**src/logic/sac_pkg.sv**
```systemverilog
// Shared constants for the successive-approximation converter control block
package sac_pkg;

  // ********************************************************
  // Register indices; byte address is four times the index
  // ********************************************************
  localparam logic [7:0] IDX_CTRL_ONE = 8'h0e;
  localparam logic [7:0] IDX_CTRL_TWO = 8'h0f;
  localparam logic [7:0] IDX_RESULT = 8'h10;
  localparam logic [7:0] IDX_STATE = 8'h11;
  localparam logic [7:0] IDX_IRQ_STAT = 8'h12;
  localparam logic [7:0] IDX_IRQ_MASK = 8'h13;
  localparam int ADDR_LSB = 2;

  // ********************************************************
  // Field positions and reset values
  // ********************************************************
  localparam int C1_START = 7;
  localparam int C1_MODE_HI = 6;
  localparam int C1_MODE_LO = 5;
  localparam int C1_GATE = 4;
  localparam int C1_CHAN_HI = 3;
  localparam logic [7:0] C1_RESET = 8'h10;
  localparam int C2_LADDER = 5;
  localparam int C2_ONE = 4;
  localparam int C2_TIME_HI = 3;
  localparam int C2_TIME_LO = 1;
  localparam logic [2:0] C2_TIME_RESET = 3'h0;
  localparam int ST_DONE = 7;
  localparam int ST_BUSY = 6;
  localparam int IRQ_DONE = 0;

  // ********************************************************
  // Operating modes and channel range
  // ********************************************************
  typedef enum logic [1:0] {
    MODE_OFF = 2'h0,
    MODE_SOFT = 2'h1,
    MODE_RSVD = 2'h2,
    MODE_REPEAT = 2'h3
  } sac_mode_t;
  localparam int RES_BITS = 10;
  localparam int NUM_CHANNELS = 8;

  // ********************************************************
  // Conversion timing: 13 equal steps of 3 << k clocks
  // ********************************************************
  localparam int STEP_BASE = 3;
  localparam int SAMPLE_STEPS = 2;
  localparam int STEP_W = 8;
  localparam int CONV_STEPS = SAMPLE_STEPS + RES_BITS + 1;

endpackage

```
**src/logic/sac_sar_engine.sv**
```systemverilog
// Successive-approximation sequencer: sample, bit search, finish
`timescale 1ns/1ps
module sac_sar_engine import sac_pkg::*; #(
  parameter int RES_W = RES_BITS,
  parameter int CNT_W = STEP_W
) (
  input wire logic clock, // System clock
  input wire logic rst_n, // Async reset, active low
  input wire logic start, // Launch pulse
  input wire logic [CNT_W-1:0] step_len, // Clocks per step
  input wire logic comp_hi, // Held input at or above ladder
  output logic busy, // Conversion running
  output logic sample_q, // Sample-hold tracking
  output logic [RES_W-1:0] trial_q, // Ladder code
  output logic done_q, // One-cycle completion pulse
  output logic [RES_W-1:0] result_q // Last finished code
);

  typedef enum logic [1:0] {
    S_IDLE = 2'b00,
    S_SAMPLE = 2'b01,
    S_BITS = 2'b11,
    S_DONE = 2'b10
  } sac_sar_state_t;

  sac_sar_state_t st_q, st_d;
  logic [CNT_W-1:0] cnt_q;
  logic [3:0] step_q;
  logic [RES_W-1:0] ptr_q;
  logic tick;
  logic last_step;

  // Step timing shared by every phase
  assign tick = (cnt_q == step_len - 1'b1);
  assign last_step = (st_q == S_SAMPLE) ? (step_q == 4'(SAMPLE_STEPS - 1)) :
                     (st_q == S_BITS) ? ptr_q[0] : 1'b1;
  assign busy = (st_q != S_IDLE);

  // Phase sequencing
  always_comb begin
    st_d = st_q;
    unique case (st_q)
      S_IDLE: if (start) st_d = S_SAMPLE;
      S_SAMPLE: if (tick && last_step) st_d = S_BITS;
      S_BITS: if (tick && last_step) st_d = S_DONE;
      S_DONE: if (tick) st_d = S_IDLE;
    endcase
  end

  // Cycle counter restarts on each step boundary; step counter on each phase change
  always_ff @(posedge clock or negedge rst_n) begin
    if (!rst_n) begin
      st_q <= S_IDLE;
      cnt_q <= '0;
      step_q <= '0;
    end else begin
      st_q <= st_d;
      cnt_q <= (!busy || tick) ? '0 : cnt_q + 1'b1;
      step_q <= (st_d != st_q) ? '0 : (tick ? step_q + 1'b1 : step_q);
    end
  end

  // One bit decided per step, MSB first
  always_ff @(posedge clock or negedge rst_n) begin
    if (!rst_n) begin
      ptr_q <= '0;
      trial_q <= '0;
      sample_q <= 1'b0;
      done_q <= 1'b0;
      result_q <= '0;
    end else begin
      sample_q <= (st_d == S_SAMPLE);
      done_q <= (st_q == S_DONE) && tick;
      if (st_q == S_IDLE && start) begin
        ptr_q <= {1'b1, {(RES_W-1){1'b0}}};
        trial_q <= {1'b1, {(RES_W-1){1'b0}}};
      end else if (st_q == S_BITS && tick) begin
        ptr_q <= ptr_q >> 1;
        trial_q <= (comp_hi ? trial_q : (trial_q & ~ptr_q)) | (ptr_q >> 1);
      end
      if (st_q == S_DONE && tick) result_q <= trial_q;
    end
  end

endmodule // sac_sar_engine

```
**src/logic/sac_adc_ctrl.sv**
```systemverilog
// Converter control top: AHB-Lite registers, launch logic, interrupt
// Overview of operation
// - Each sample resolves to a 10-bit code, one bit per step from the MSB down.
// - The held input is compared against the ladder and the trial code follows each decision.
// - Control register one holds start in bit 7, mode in bits 6:5, input gate in 4, channel in 3:0.
// - Writing one to the start bit launches a conversion in modes 01 and 11 with channel 0 to 7; writing zero does nothing.
// - Mode 00 disables, 01 is software start, 10 is reserved, 11 is repeat.
// - Control register two selects conversion time and whether the ladder stays connected.
// - A finished code is placed in the result register for software.
// - The state register shows completion and whether a conversion is running.
// - The start bit clears itself one cycle after it is set, whether or not a conversion launches.
// - Channel codes 0 to 7 pick an input; higher codes are reserved.
`timescale 1ns/1ps
module sac_adc_ctrl import sac_pkg::*; #(
  parameter int RES_W = RES_BITS
) (
  input wire logic clock, // 250 MHz system clock
  input wire logic rst_n, // Async reset, active low
  input wire logic hsel, // Slave select
  input wire logic [31:0] haddr, // Byte address
  input wire logic [1:0] htrans, // Transfer type
  input wire logic hwrite, // Write when high
  input wire logic [2:0] hsize, // Transfer size
  input wire logic [31:0] hwdata, // Write data
  input wire logic hready, // Bus ready
  output logic hreadyout_q, // Slave ready
  output logic hresp_q, // Always OKAY
  output logic [31:0] hrdata_q, // Read data
  input wire logic comp_hi, // Comparator decision
  output logic [2:0] chan_sel_q, // Analog input mux select
  output logic input_gate_q, // High disables analog inputs
  output logic sample_hold_q, // Sample-hold tracking
  output logic [RES_W-1:0] dac_code_q, // Ladder code
  output logic ladder_on_q, // Ladder connected
  output logic conv_irq_q // Level interrupt
);

  // ********************************************************
  // Bus capture
  // ********************************************************
  logic wr_pend_q;
  logic rd_pend_q;
  logic [7:0] idx_q;
  logic take;
  logic take_ok;

  // Only whole-word writes reach the registers; reads of any size are answered
  assign take = hsel && htrans[1] && hready;
  assign take_ok = take && (hsize == 3'h2);

  // Reads take one wait state so a write just before is visible
  always_ff @(posedge clock or negedge rst_n) begin
    if (!rst_n) begin
      wr_pend_q <= 1'b0;
      rd_pend_q <= 1'b0;
      idx_q <= '0;
      hreadyout_q <= 1'b1;
      hresp_q <= 1'b0;
    end else begin
      wr_pend_q <= take_ok && hwrite;
      rd_pend_q <= take && !hwrite;
      if (take) idx_q <= haddr[ADDR_LSB+7:ADDR_LSB];
      hreadyout_q <= !(take && !hwrite);
      hresp_q <= 1'b0;
    end
  end

  // ********************************************************
  // Write decode
  // ********************************************************
  logic wr_c1;
  logic wr_c2;
  logic wr_istat;
  logic wr_imask;
  logic rd_result;
  logic [7:0] wbyte;

  assign wbyte = hwdata[7:0];
  assign wr_c1 = wr_pend_q && (idx_q == IDX_CTRL_ONE);
  assign wr_c2 = wr_pend_q && (idx_q == IDX_CTRL_TWO);
  assign wr_istat = wr_pend_q && (idx_q == IDX_IRQ_STAT);
  assign wr_imask = wr_pend_q && (idx_q == IDX_IRQ_MASK);
  assign rd_result = rd_pend_q && (idx_q == IDX_RESULT);

  // ********************************************************
  // Control registers
  // ********************************************************
  sac_mode_t mode_q;
  logic start_q;
  logic [3:0] chan_q;
  logic ladder_keep_q;
  logic [2:0] ctime_q;

  // Control one fields; start is a one-cycle request, cleared whether or not it launches
  always_ff @(posedge clock or negedge rst_n) begin
    if (!rst_n) begin
      start_q <= C1_RESET[C1_START];
      mode_q <= sac_mode_t'(C1_RESET[C1_MODE_HI:C1_MODE_LO]);
      input_gate_q <= C1_RESET[C1_GATE];
      chan_q <= C1_RESET[C1_CHAN_HI:0];
    end else if (wr_c1) begin
      start_q <= wbyte[C1_START] || start_q;
      mode_q <= sac_mode_t'(wbyte[C1_MODE_HI:C1_MODE_LO]);
      input_gate_q <= wbyte[C1_GATE];
      chan_q <= wbyte[C1_CHAN_HI:0];
    end else if (start_q) begin
      start_q <= 1'b0;
    end
  end

  // Control two: ladder policy and conversion time
  always_ff @(posedge clock or negedge rst_n) begin
    if (!rst_n) begin
      ladder_keep_q <= 1'b0;
      ctime_q <= C2_TIME_RESET;
    end else if (wr_c2) begin
      ladder_keep_q <= wbyte[C2_LADDER];
      ctime_q <= wbyte[C2_TIME_HI:C2_TIME_LO];
    end
  end

  // ********************************************************
  // Launch logic
  // ********************************************************
  logic mode_run;
  logic chan_ok;
  logic launch;
  logic relaunch;
  logic [STEP_W-1:0] step_len;
  logic eng_busy;
  logic eng_done;
  logic eng_sample;
  logic [RES_W-1:0] eng_trial;
  logic [RES_W-1:0] eng_result;

  // Reserved mode and reserved channels never start the engine
  assign mode_run = (mode_q == MODE_SOFT) || (mode_q == MODE_REPEAT);
  assign chan_ok = (chan_q < 4'(NUM_CHANNELS));
  assign relaunch = eng_done && (mode_q == MODE_REPEAT);
  assign launch = (start_q || relaunch) && mode_run && chan_ok;

  // Time code to step length; reserved codes take the slowest setting
  always_comb begin
    unique case (ctime_q)
      3'h0: step_len = STEP_W'(STEP_BASE);
      3'h2: step_len = STEP_W'(STEP_BASE << 1);
      3'h3: step_len = STEP_W'(STEP_BASE << 2);
      3'h4: step_len = STEP_W'(STEP_BASE << 3);
      3'h5: step_len = STEP_W'(STEP_BASE << 4);
      default: step_len = STEP_W'(STEP_BASE << 5);
    endcase
  end

  // Engine ignores a start while running; a repeat relaunch comes with the done pulse, once it is idle
  sac_sar_engine #(
    .RES_W(RES_W),
    .CNT_W(STEP_W)
  ) u_engine (
    .clock(clock),
    .rst_n(rst_n),
    .start(launch),
    .step_len(step_len),
    .comp_hi(comp_hi),
    .busy(eng_busy),
    .sample_q(eng_sample),
    .trial_q(eng_trial),
    .done_q(eng_done),
    .result_q(eng_result)
  );

  // ********************************************************
  // Analog-side outputs
  // ********************************************************
  logic conv_active_q;

  // Channel only changes between conversions to keep the held value clean
  always_ff @(posedge clock or negedge rst_n) begin
    if (!rst_n) begin
      chan_sel_q <= '0;
      sample_hold_q <= 1'b0;
      dac_code_q <= '0;
      ladder_on_q <= 1'b0;
      conv_active_q <= 1'b0;
    end else begin
      if (!eng_busy) chan_sel_q <= chan_q[2:0];
      sample_hold_q <= eng_sample;
      dac_code_q <= eng_trial;
      conv_active_q <= eng_busy || launch;
      ladder_on_q <= ladder_keep_q || eng_busy || launch;
    end
  end

  // ********************************************************
  // Completion flag and interrupt
  // ********************************************************
  logic done_flag_q;
  logic irq_stat_q;
  logic irq_mask_q;

  // Set wins over read-clear and write-one-clear
  always_ff @(posedge clock or negedge rst_n) begin
    if (!rst_n) begin
      done_flag_q <= 1'b0;
      irq_stat_q <= 1'b0;
      irq_mask_q <= 1'b0;
      conv_irq_q <= 1'b0;
    end else begin
      done_flag_q <= eng_done || (done_flag_q && !rd_result);
      irq_stat_q <= eng_done || (irq_stat_q && !(wr_istat && wbyte[IRQ_DONE]));
      if (wr_imask) irq_mask_q <= wbyte[IRQ_DONE];
      conv_irq_q <= irq_stat_q && irq_mask_q;
    end
  end

  // ********************************************************
  // Read mux
  // ********************************************************
  logic [7:0] c1_rd;
  logic [7:0] c2_rd;
  logic [7:0] st_rd;
  logic [31:0] rd_mux;

  // Start bit always reads back as zero once launched
  assign c1_rd = {start_q, mode_q, input_gate_q, chan_q};
  assign c2_rd = {2'h0, ladder_keep_q, 1'b1, ctime_q, 1'b0};
  assign st_rd = {done_flag_q, conv_active_q, 6'h0};

  always_comb begin
    unique case (idx_q)
      IDX_CTRL_ONE: rd_mux = {24'h0, c1_rd};
      IDX_CTRL_TWO: rd_mux = {24'h0, c2_rd};
      IDX_RESULT: rd_mux = {{(32-RES_W){1'b0}}, eng_result};
      IDX_STATE: rd_mux = {24'h0, st_rd};
      IDX_IRQ_STAT: rd_mux = {31'h0, irq_stat_q};
      IDX_IRQ_MASK: rd_mux = {31'h0, irq_mask_q};
      default: rd_mux = 32'h0;
    endcase
  end

  // Data stands until the next read answer
  always_ff @(posedge clock or negedge rst_n) begin
    if (!rst_n) begin
      hrdata_q <= 32'h0;
    end else if (rd_pend_q) begin
      hrdata_q <= rd_mux;
    end
  end

endmodule // sac_adc_ctrl

```
**config.mk**
```make
export PLATFORM = sky130hd
export DESIGN_NAME = sac_adc_ctrl
export DESIGN_NICKNAME = d
export VERILOG_FILES = /design/src/logic/sac_pkg.sv /design/src/logic/sac_sar_engine.sv /design/src/logic/sac_adc_ctrl.sv
export SDC_FILE = /design/constraint.sdc
export NUM_CORES = 1
export LEC_CHECK = 0
export CAP_MARGIN = 40
export CORE_ASPECT_RATIO = 1.75
export CORE_UTILIZATION = 50
export CTS_CLUSTER_DIAMETER = 40
export DETAILED_ROUTE_END_ITERATION = 6
export DONT_BUFFER_PORTS = 1
export SLEW_MARGIN = 30
export SYNTH_ARGS = -nofsm -noshare
export SYNTH_HDL_FRONTEND = slang
export SYNTH_SLANG_ARGS = --single-unit
export TNS_END_PERCENT = 50
```
**constraint.sdc**
```tcl
create_clock -name clock -period 6.2 [get_ports clock]
set_input_delay 0.62 -clock clock [delete_from_list [all_inputs] [get_ports clock]]
set_output_delay 0.62 -clock clock [all_outputs]
set_load 0.05 [all_outputs]
```
# == After elaboration in Yosys (flattened, before gate mapping) ==
# Index checks and enable logic that the tools add are counted.
# word_totals
wordCells,113
inputBits,75
regBits,121
# classes
n_mux,18
n_lt_le_gt_ge,1
addsub,3
bitwise_logic,3
eq_ne,20
n_reduce_logical,40
# op_table
op,n
10-bit one-hot mux with 6 select lines,1
10-bit two-way mux,5
7-bit one-hot mux with 5 select lines,1
"8-bit by 5-bit equality test with 1-bit output, second input constant",4
1-bit logical AND,21
"8-bit by 4-bit equality test with 1-bit output, second input constant",2
10-bit bitwise AND,1
10-bit NOT,1
10-bit by 9-bit OR with 10-bit output,1
"3-bit by 2-bit equality test with 1-bit output, second input constant",3
1-bit logical OR,9
"8-bit by 1-bit adder with 8-bit output, second input constant",1
8-bit equality test,1
2-bit two-way mux,4
4-bit two-way mux,2
8-bit two-way mux,1
2-bit one-hot mux with 4 select lines,1
"7-bit by 1-bit subtractor with 8-bit output, second input constant",1
"2-bit by 1-bit equality test with 1-bit output, second input constant",3
"2-bit equality test, second input constant",3
"3-bit equality test, second input constant",2
2-bit nonzero test,3
1-bit zero test,5
"4-bit by 1-bit adder with 4-bit output, second input constant",1
6 further kinds,8

# == Longest topological paths before layout ==
# logic_depth
word_depth,9
ltp_mapped,14

# == Cells and area by module ==
# Synthesis repeated with hierarchy kept, for this count alone.
# unflattened
hier_cells,409
hier_area_um2,4588.2
# by_module_without_submodules
module,n_inst,seq_area_each_um2,cells_per_inst,area_per_inst_um2
sac_adc_ctrl,1,1328.8,194,2361.0
sac_sar_engine,1,1151.1,215,2227.1

# == Worst setup path after synthesis ==
# Ideal clock, no wire load.
# synth_path
kind,reg-to-reg
startpoint,register ctime_q[1]
endpoint,register u_engine.trial_q[5]
t_required_ns,6.078
path_slack_ns,2.920
path_stages_with_launch,14
synth_period_minus_slack_ns,3.280
t_arrival_ns,3.159
setup_time_ns,0.122
path_cell_list,dfrtp_1 > buf_4 > inv_1 > ha_1 > a21oi_1 > nand2_1 > ha_1 > xnor2_1 > or3_1 > nor4_4 > o311ai_2 > buf_6 > or3_1 > a32o_1
# synth_via
elab_chain_cells,6
# synth_lines
element,line_no,source
from (decl),sac_adc_ctrl.sv:92,logic [2:0] ctime_q;
from (signal assigned),sac_adc_ctrl.sv:118,ctime_q <= wbyte[C2_TIME_HI:C2_TIME_LO];
3-bit equality test (tied with other cells),sac_adc_ctrl.sv:144,unique case (ctime_q)
7-bit one-hot mux with 5 select lines *,sac_adc_ctrl.sv:144,
7-bit by 1-bit subtractor with 8-bit output *,sac_sar_engine.sv:34,assign tick = (cnt_q == step_len - 1'b1);
8-bit equality test *,sac_sar_engine.sv:34,
1-bit logical AND *,sac_sar_engine.sv:77,end else if (st_q == S_BITS && tick) begin
2-bit nonzero test (no source line) *,-,
to (signal assigned),sac_sar_engine.sv:76,"trial_q <= {1'b1, {(RES_W-1){1'b0}}};"
to (signal assigned),sac_sar_engine.sv:79,trial_q <= (comp_hi ? trial_q : (trial_q & ~ptr_q)) | (ptr_q >> 1);
to (decl),sac_sar_engine.sv:14,"output logic [RES_W-1:0] trial_q,"
# Mark *: on every way between the ends. The rest lies on a longest branch, timed or not.
# A chain may end at the register's enable or synchronous reset.

# == Worst setup path in the final report ==
# layout_path
startpoint,register ctime_q[1]
endpoint,register u_engine.result_q[0]
# layout_via
elab_chain_cells,5
# layout_lines
element,line_no,source
3-bit equality test (tied with other cells),sac_adc_ctrl.sv:144,
7-bit one-hot mux with 5 select lines *,sac_adc_ctrl.sv:144,
7-bit by 1-bit subtractor with 8-bit output *,sac_sar_engine.sv:34,
8-bit equality test *,sac_sar_engine.sv:34,
1-bit logical AND *,sac_sar_engine.sv:81,if (st_q == S_DONE && tick) result_q <= trial_q;
to (signal assigned),sac_sar_engine.sv:81,
to (decl),sac_sar_engine.sv:16,output logic [RES_W-1:0] result_q
# Marks and branches as above.

==> flow_metrics.py <==
metrics = {
    "clock_network": {
        "clock_path_buffers": 2,
        "clk_latency_ps": 340,
        "cts_post_setup_buffers_inserted": 0,
        "clk_pin_slew_ps": 60,
        "clock-sinks": 99,
        "cts_tree": "built",
        "numCtsBuffers": 9,
        "cts_resized": 0,
        "htree_num_levels": 3,
        "cts_root_buf": "clkbuf_16",
    },
    "critical_path": {
        "worst_path_max_delay_cell": "dfrtp_1",
        "cpPeakStageDelay_ps": 630,
        "path_max_fanout": 31,
        "worstPathRequired_ps": 6420,
        "worstSetupEndpointType": "flip-flop",
        "critPathKind": "flip-flop to flip-flop",
        "rrSetupSlack_ps": 2220,
        "rr_startpoint": "ctime_q[1]$_DFFE_PN0P_",
        "critPathArrivalTime_ps": 4200,
        "setup.worst_path.start_class": "flip-flop",
        "path_cells": "inv_1 > ha_1 > a21oi_1 > nand2_1 > ha_1 > xnor2_1 > or3_1 > nor4_4 > o311ai_2 > buf_4 > nor2_1 > buf_4 > mux2_2",
        "ff2ff_path_depth": 13,
        "worstReg2RegEnd": "u_engine.result_q[0]$_DFFE_PN0P_",
    },
    "synth": {
        "ys.flop_type": "dfrtp_1",
        "synth_edf_count": 0,
        "synth_async_sr_flop_share_pct": 100,
        "synth_fa_ha_area_share_pct": 2.16,
        "synth_xor_area_share_pct": 2.83,
        "synth_compound_area_share_pct": 12.1,
        "synth_cells": 405,
        "syn_area_sq_um": 4640,
        "synth-simple-area-share_pct": 12.9,
        "netlist.area_leader.share_pct": 52.3,
        "yosysTopAreaCell": "dfrtp_1",
        "yosys-top-cells-area": "dfrtp_1, mux2_2, buf_4",
        "synth_seq_cells": 99,
        "synth_seq_area_share_pct": 53.4,
        "ys_warn_count": 0,
        "ys_types": 58,
        "syn_avg_cell_area_sq_um": 11.5,
        "synth_top_family_by_area": "simple AND/OR/NAND/NOR gates",
        "synthMuxAreaShare_pct": 9.70,
    },
    "power_and_ir_drop": {
        "comb_power_share_pct": 7.8,
        "seqPwrFrac_pct": 49.9,
        "leakagePower_nw": 2.26,
        "p_per_area_nw_per_um2": 273,
        "switching_share_pct": 23.9,
        "internal-power_mw": 1.04,
        "peakVddDrop_uv": 146,
        "clkPwrFrac_pct": 42.3,
        "power_mw": 1.37,
        "p_switching_uw": 327,
    },
    "place": {
        "place.gp.congestion": 0.799,
        "port_buffers": 0,
        "dpl.hpwl_microns": 6540,
    },
    "route": {
        "wl_per_cell_microns": 17.4,
        "antenna_left": 0,
        "dr.pass1.iters": 4,
        "drcViolationCount": 0,
        "routed_wl_microns": 9210,
        "vias_per_cell": 5.77,
        "vias": 3054,
        "drt_iter0_drc": 180,
    },
    "finish": {
        "finalNetCount": 487,
        "fill_cells": 808,
        "regArea_sq_um": 2480,
        "syn2layout_area_growth_pct": 7.76,
        "multi_input_area_sq_um": 1930,
        "n_antenna_cell": 0,
        "most-common-layout-cells": "dfrtp_1, mux2_2, nand2_1",
        "drive_above_1_share_pct": 17.4,
        "layout_commonest_cell": "dfrtp_1",
    },
    "timing": {
        "drv_slew": 0,
        "tightest_slew_ps": 671,
        "fin_setup_tns_ps": 0,
        "relSlewSlack_pct": 55.1,
        "final.setup_skew_ps": 6.39,
        "hold_violations": 0,
        "fmax_ghz": 0.251,
        "min_period_ps": 3980,
        "rsz0062_at_grt": "false",
        "setup_viol": 0,
        "period_share_pct": 64.2,
    },
    "die": {
        "die_h_microns": 129,
        "boundaryPins": 126,
        "core_sq_um": 9040,
        "chipWidth_microns": 74.9,
        "rows": 46,
        "initial_core_util_pct": 51.4,
        "die_area_sq_um": 9690,
    },
    "global_routing": {
        "antenna_found_initial": 0,
        "overflow": 0,
        "grt_pass1_wl_microns": 14700,
        "track_usage_pct": 20.6,
        "first_global_vias": 2971,
        "grt_max_degree": 98,
    },
    "hold_path": {
        "hp-class": "input port to async pin",
    },
    "outcome": {
        "status": "completed",
    },
    "run": {
        "maxCapViolations": 0,
    },
}
kinds of logic (layout without fill, tap and decap cells):
| group | Yosys count | in the layout |
|---|---|---|
| AND/OR/NAND/NOR | 115 | 115 |
| flip-flops | 99 | 99 |
| AO/OA/AOI/OAI | 73 | 73 |
| buffers and inverters | 54 | 36 |
| multiplexers | 40 | 40 |
| XOR/XNOR | 15 | 15 |
| adder cells (fa/ha/maj) | 8 | 8 |
| other | 1 | 23 |
metal layers:
layer  GRT usage (%)  vias up  share of wire, %
met5               0        -                 0
met4            11.0        0               3.1
met3            5.91       24               4.8
met2            34.2       90                54
met1            23.4     1530                38
li1                -     1410                 -
worst max-delay path by stage:
stage                                 from                          endpoint  slack, ps  depth (start not counted)
floorplan           ctime_q[1]$_DFFE_PN0P_   u_engine.trial_q[5]$_DFFE_PN0P_       2920                         13
global placement    ctime_q[1]$_DFFE_PN0P_  u_engine.result_q[3]$_DFFE_PN0P_       2020                         12
detailed placement  ctime_q[1]$_DFFE_PN0P_  u_engine.result_q[5]$_DFFE_PN0P_       2210                         13
CTS                 ctime_q[1]$_DFFE_PN0P_  u_engine.result_q[5]$_DFFE_PN0P_       2160                         13
global route        ctime_q[1]$_DFFE_PN0P_  u_engine.result_q[2]$_DFFE_PN0P_       1830                         13
finish              ctime_q[1]$_DFFE_PN0P_  u_engine.result_q[0]$_DFFE_PN0P_       2220                         13
area by class of cell:
| type | count | share of cell area (%) |
|---|---|---|
| Timing Repair Buffer | 7 | 1.60 |
| Tap cell | 120 | 3.00 |
| Sequential cell | 99 | 49.6 |
| Clock buffer | 13 | 5.40 |
| Inverter | 13 | 0.975 |
| Clock inverter | 3 | 0.875 |
| Multi-Input combinational cell | 274 | 38.6 |
sequential cells by signal, indices dropped and copies added, names as in the netlist, 3 cells and up:
name	flops
u_engine.result_q	10
u_engine.step_q	4
idx_q	8
u_engine.trial_q	10
ctime_q	3
hrdata_q	10
chan_q	4
u_engine.ptr_q	10
chan_sel_q	3
u_engine.cnt_q	8
dac_code_q	10
worst max-delay path, delay by kind of cell (launching register included):
family | cells | cell delay, ps
AND/OR/NAND/NOR | 4 | 1090
adder cells (fa/ha/maj) | 2 | 720
flip-flops | 1 | 630
buffers and inverters | 3 | 630
multiplexers | 1 | 340
AO/OA/AOI/OAI | 2 | 330
XOR/XNOR | 1 | 120
cell usage after synthesis (4+ instances only):
master     number
a21oi_1        13
a22o_1          4
a32o_1          9
and3_1          4
buf_2           6
buf_4          26
clkbuf_1        7
dfrtp_1        97
ha_1            8
inv_1          12
mux2_2         36
nand2_1        30
nand3_1        22
nor2_1         23
o211ai_1        8
o21ai_0         5
o2bb2ai_1       8
or3_1          10
xnor2_1         8
xor2_1          7
metrics by stage:
step	cells	utilization, %	hold slack, ps	area [sq um]	setup WS, ps
4_1_cts	528	55.2	106	4990	2160
3_5_place_dp	511	51.4	327	4650	2210
2_1_floorplan	427	-	324	4730	2920
3_3_place_gp	510	51.4	326	4640	2020
6_report	529	55.4	116	5000	2220
5_1_grt	529	55.4	96.4	5000	1830
power groups by stage:
stage,clock (mW),combinational (mW),sequential (mW)
after global placement,0,0.0921,0.694
after CTS,0.592,0.108,0.682
after global routing,0.623,0.118,0.685
after detailed placement,0,0.0934,0.695
after floorplan,0,0.103,0.682
final,0.578,0.107,0.682
timing repair:
action	CTS	global route
hold endpoints to repair	97	0
setup endpoints to repair	0	0
hold buffers	1	0
No activity file was read; power rests on OpenSTA's default activity.
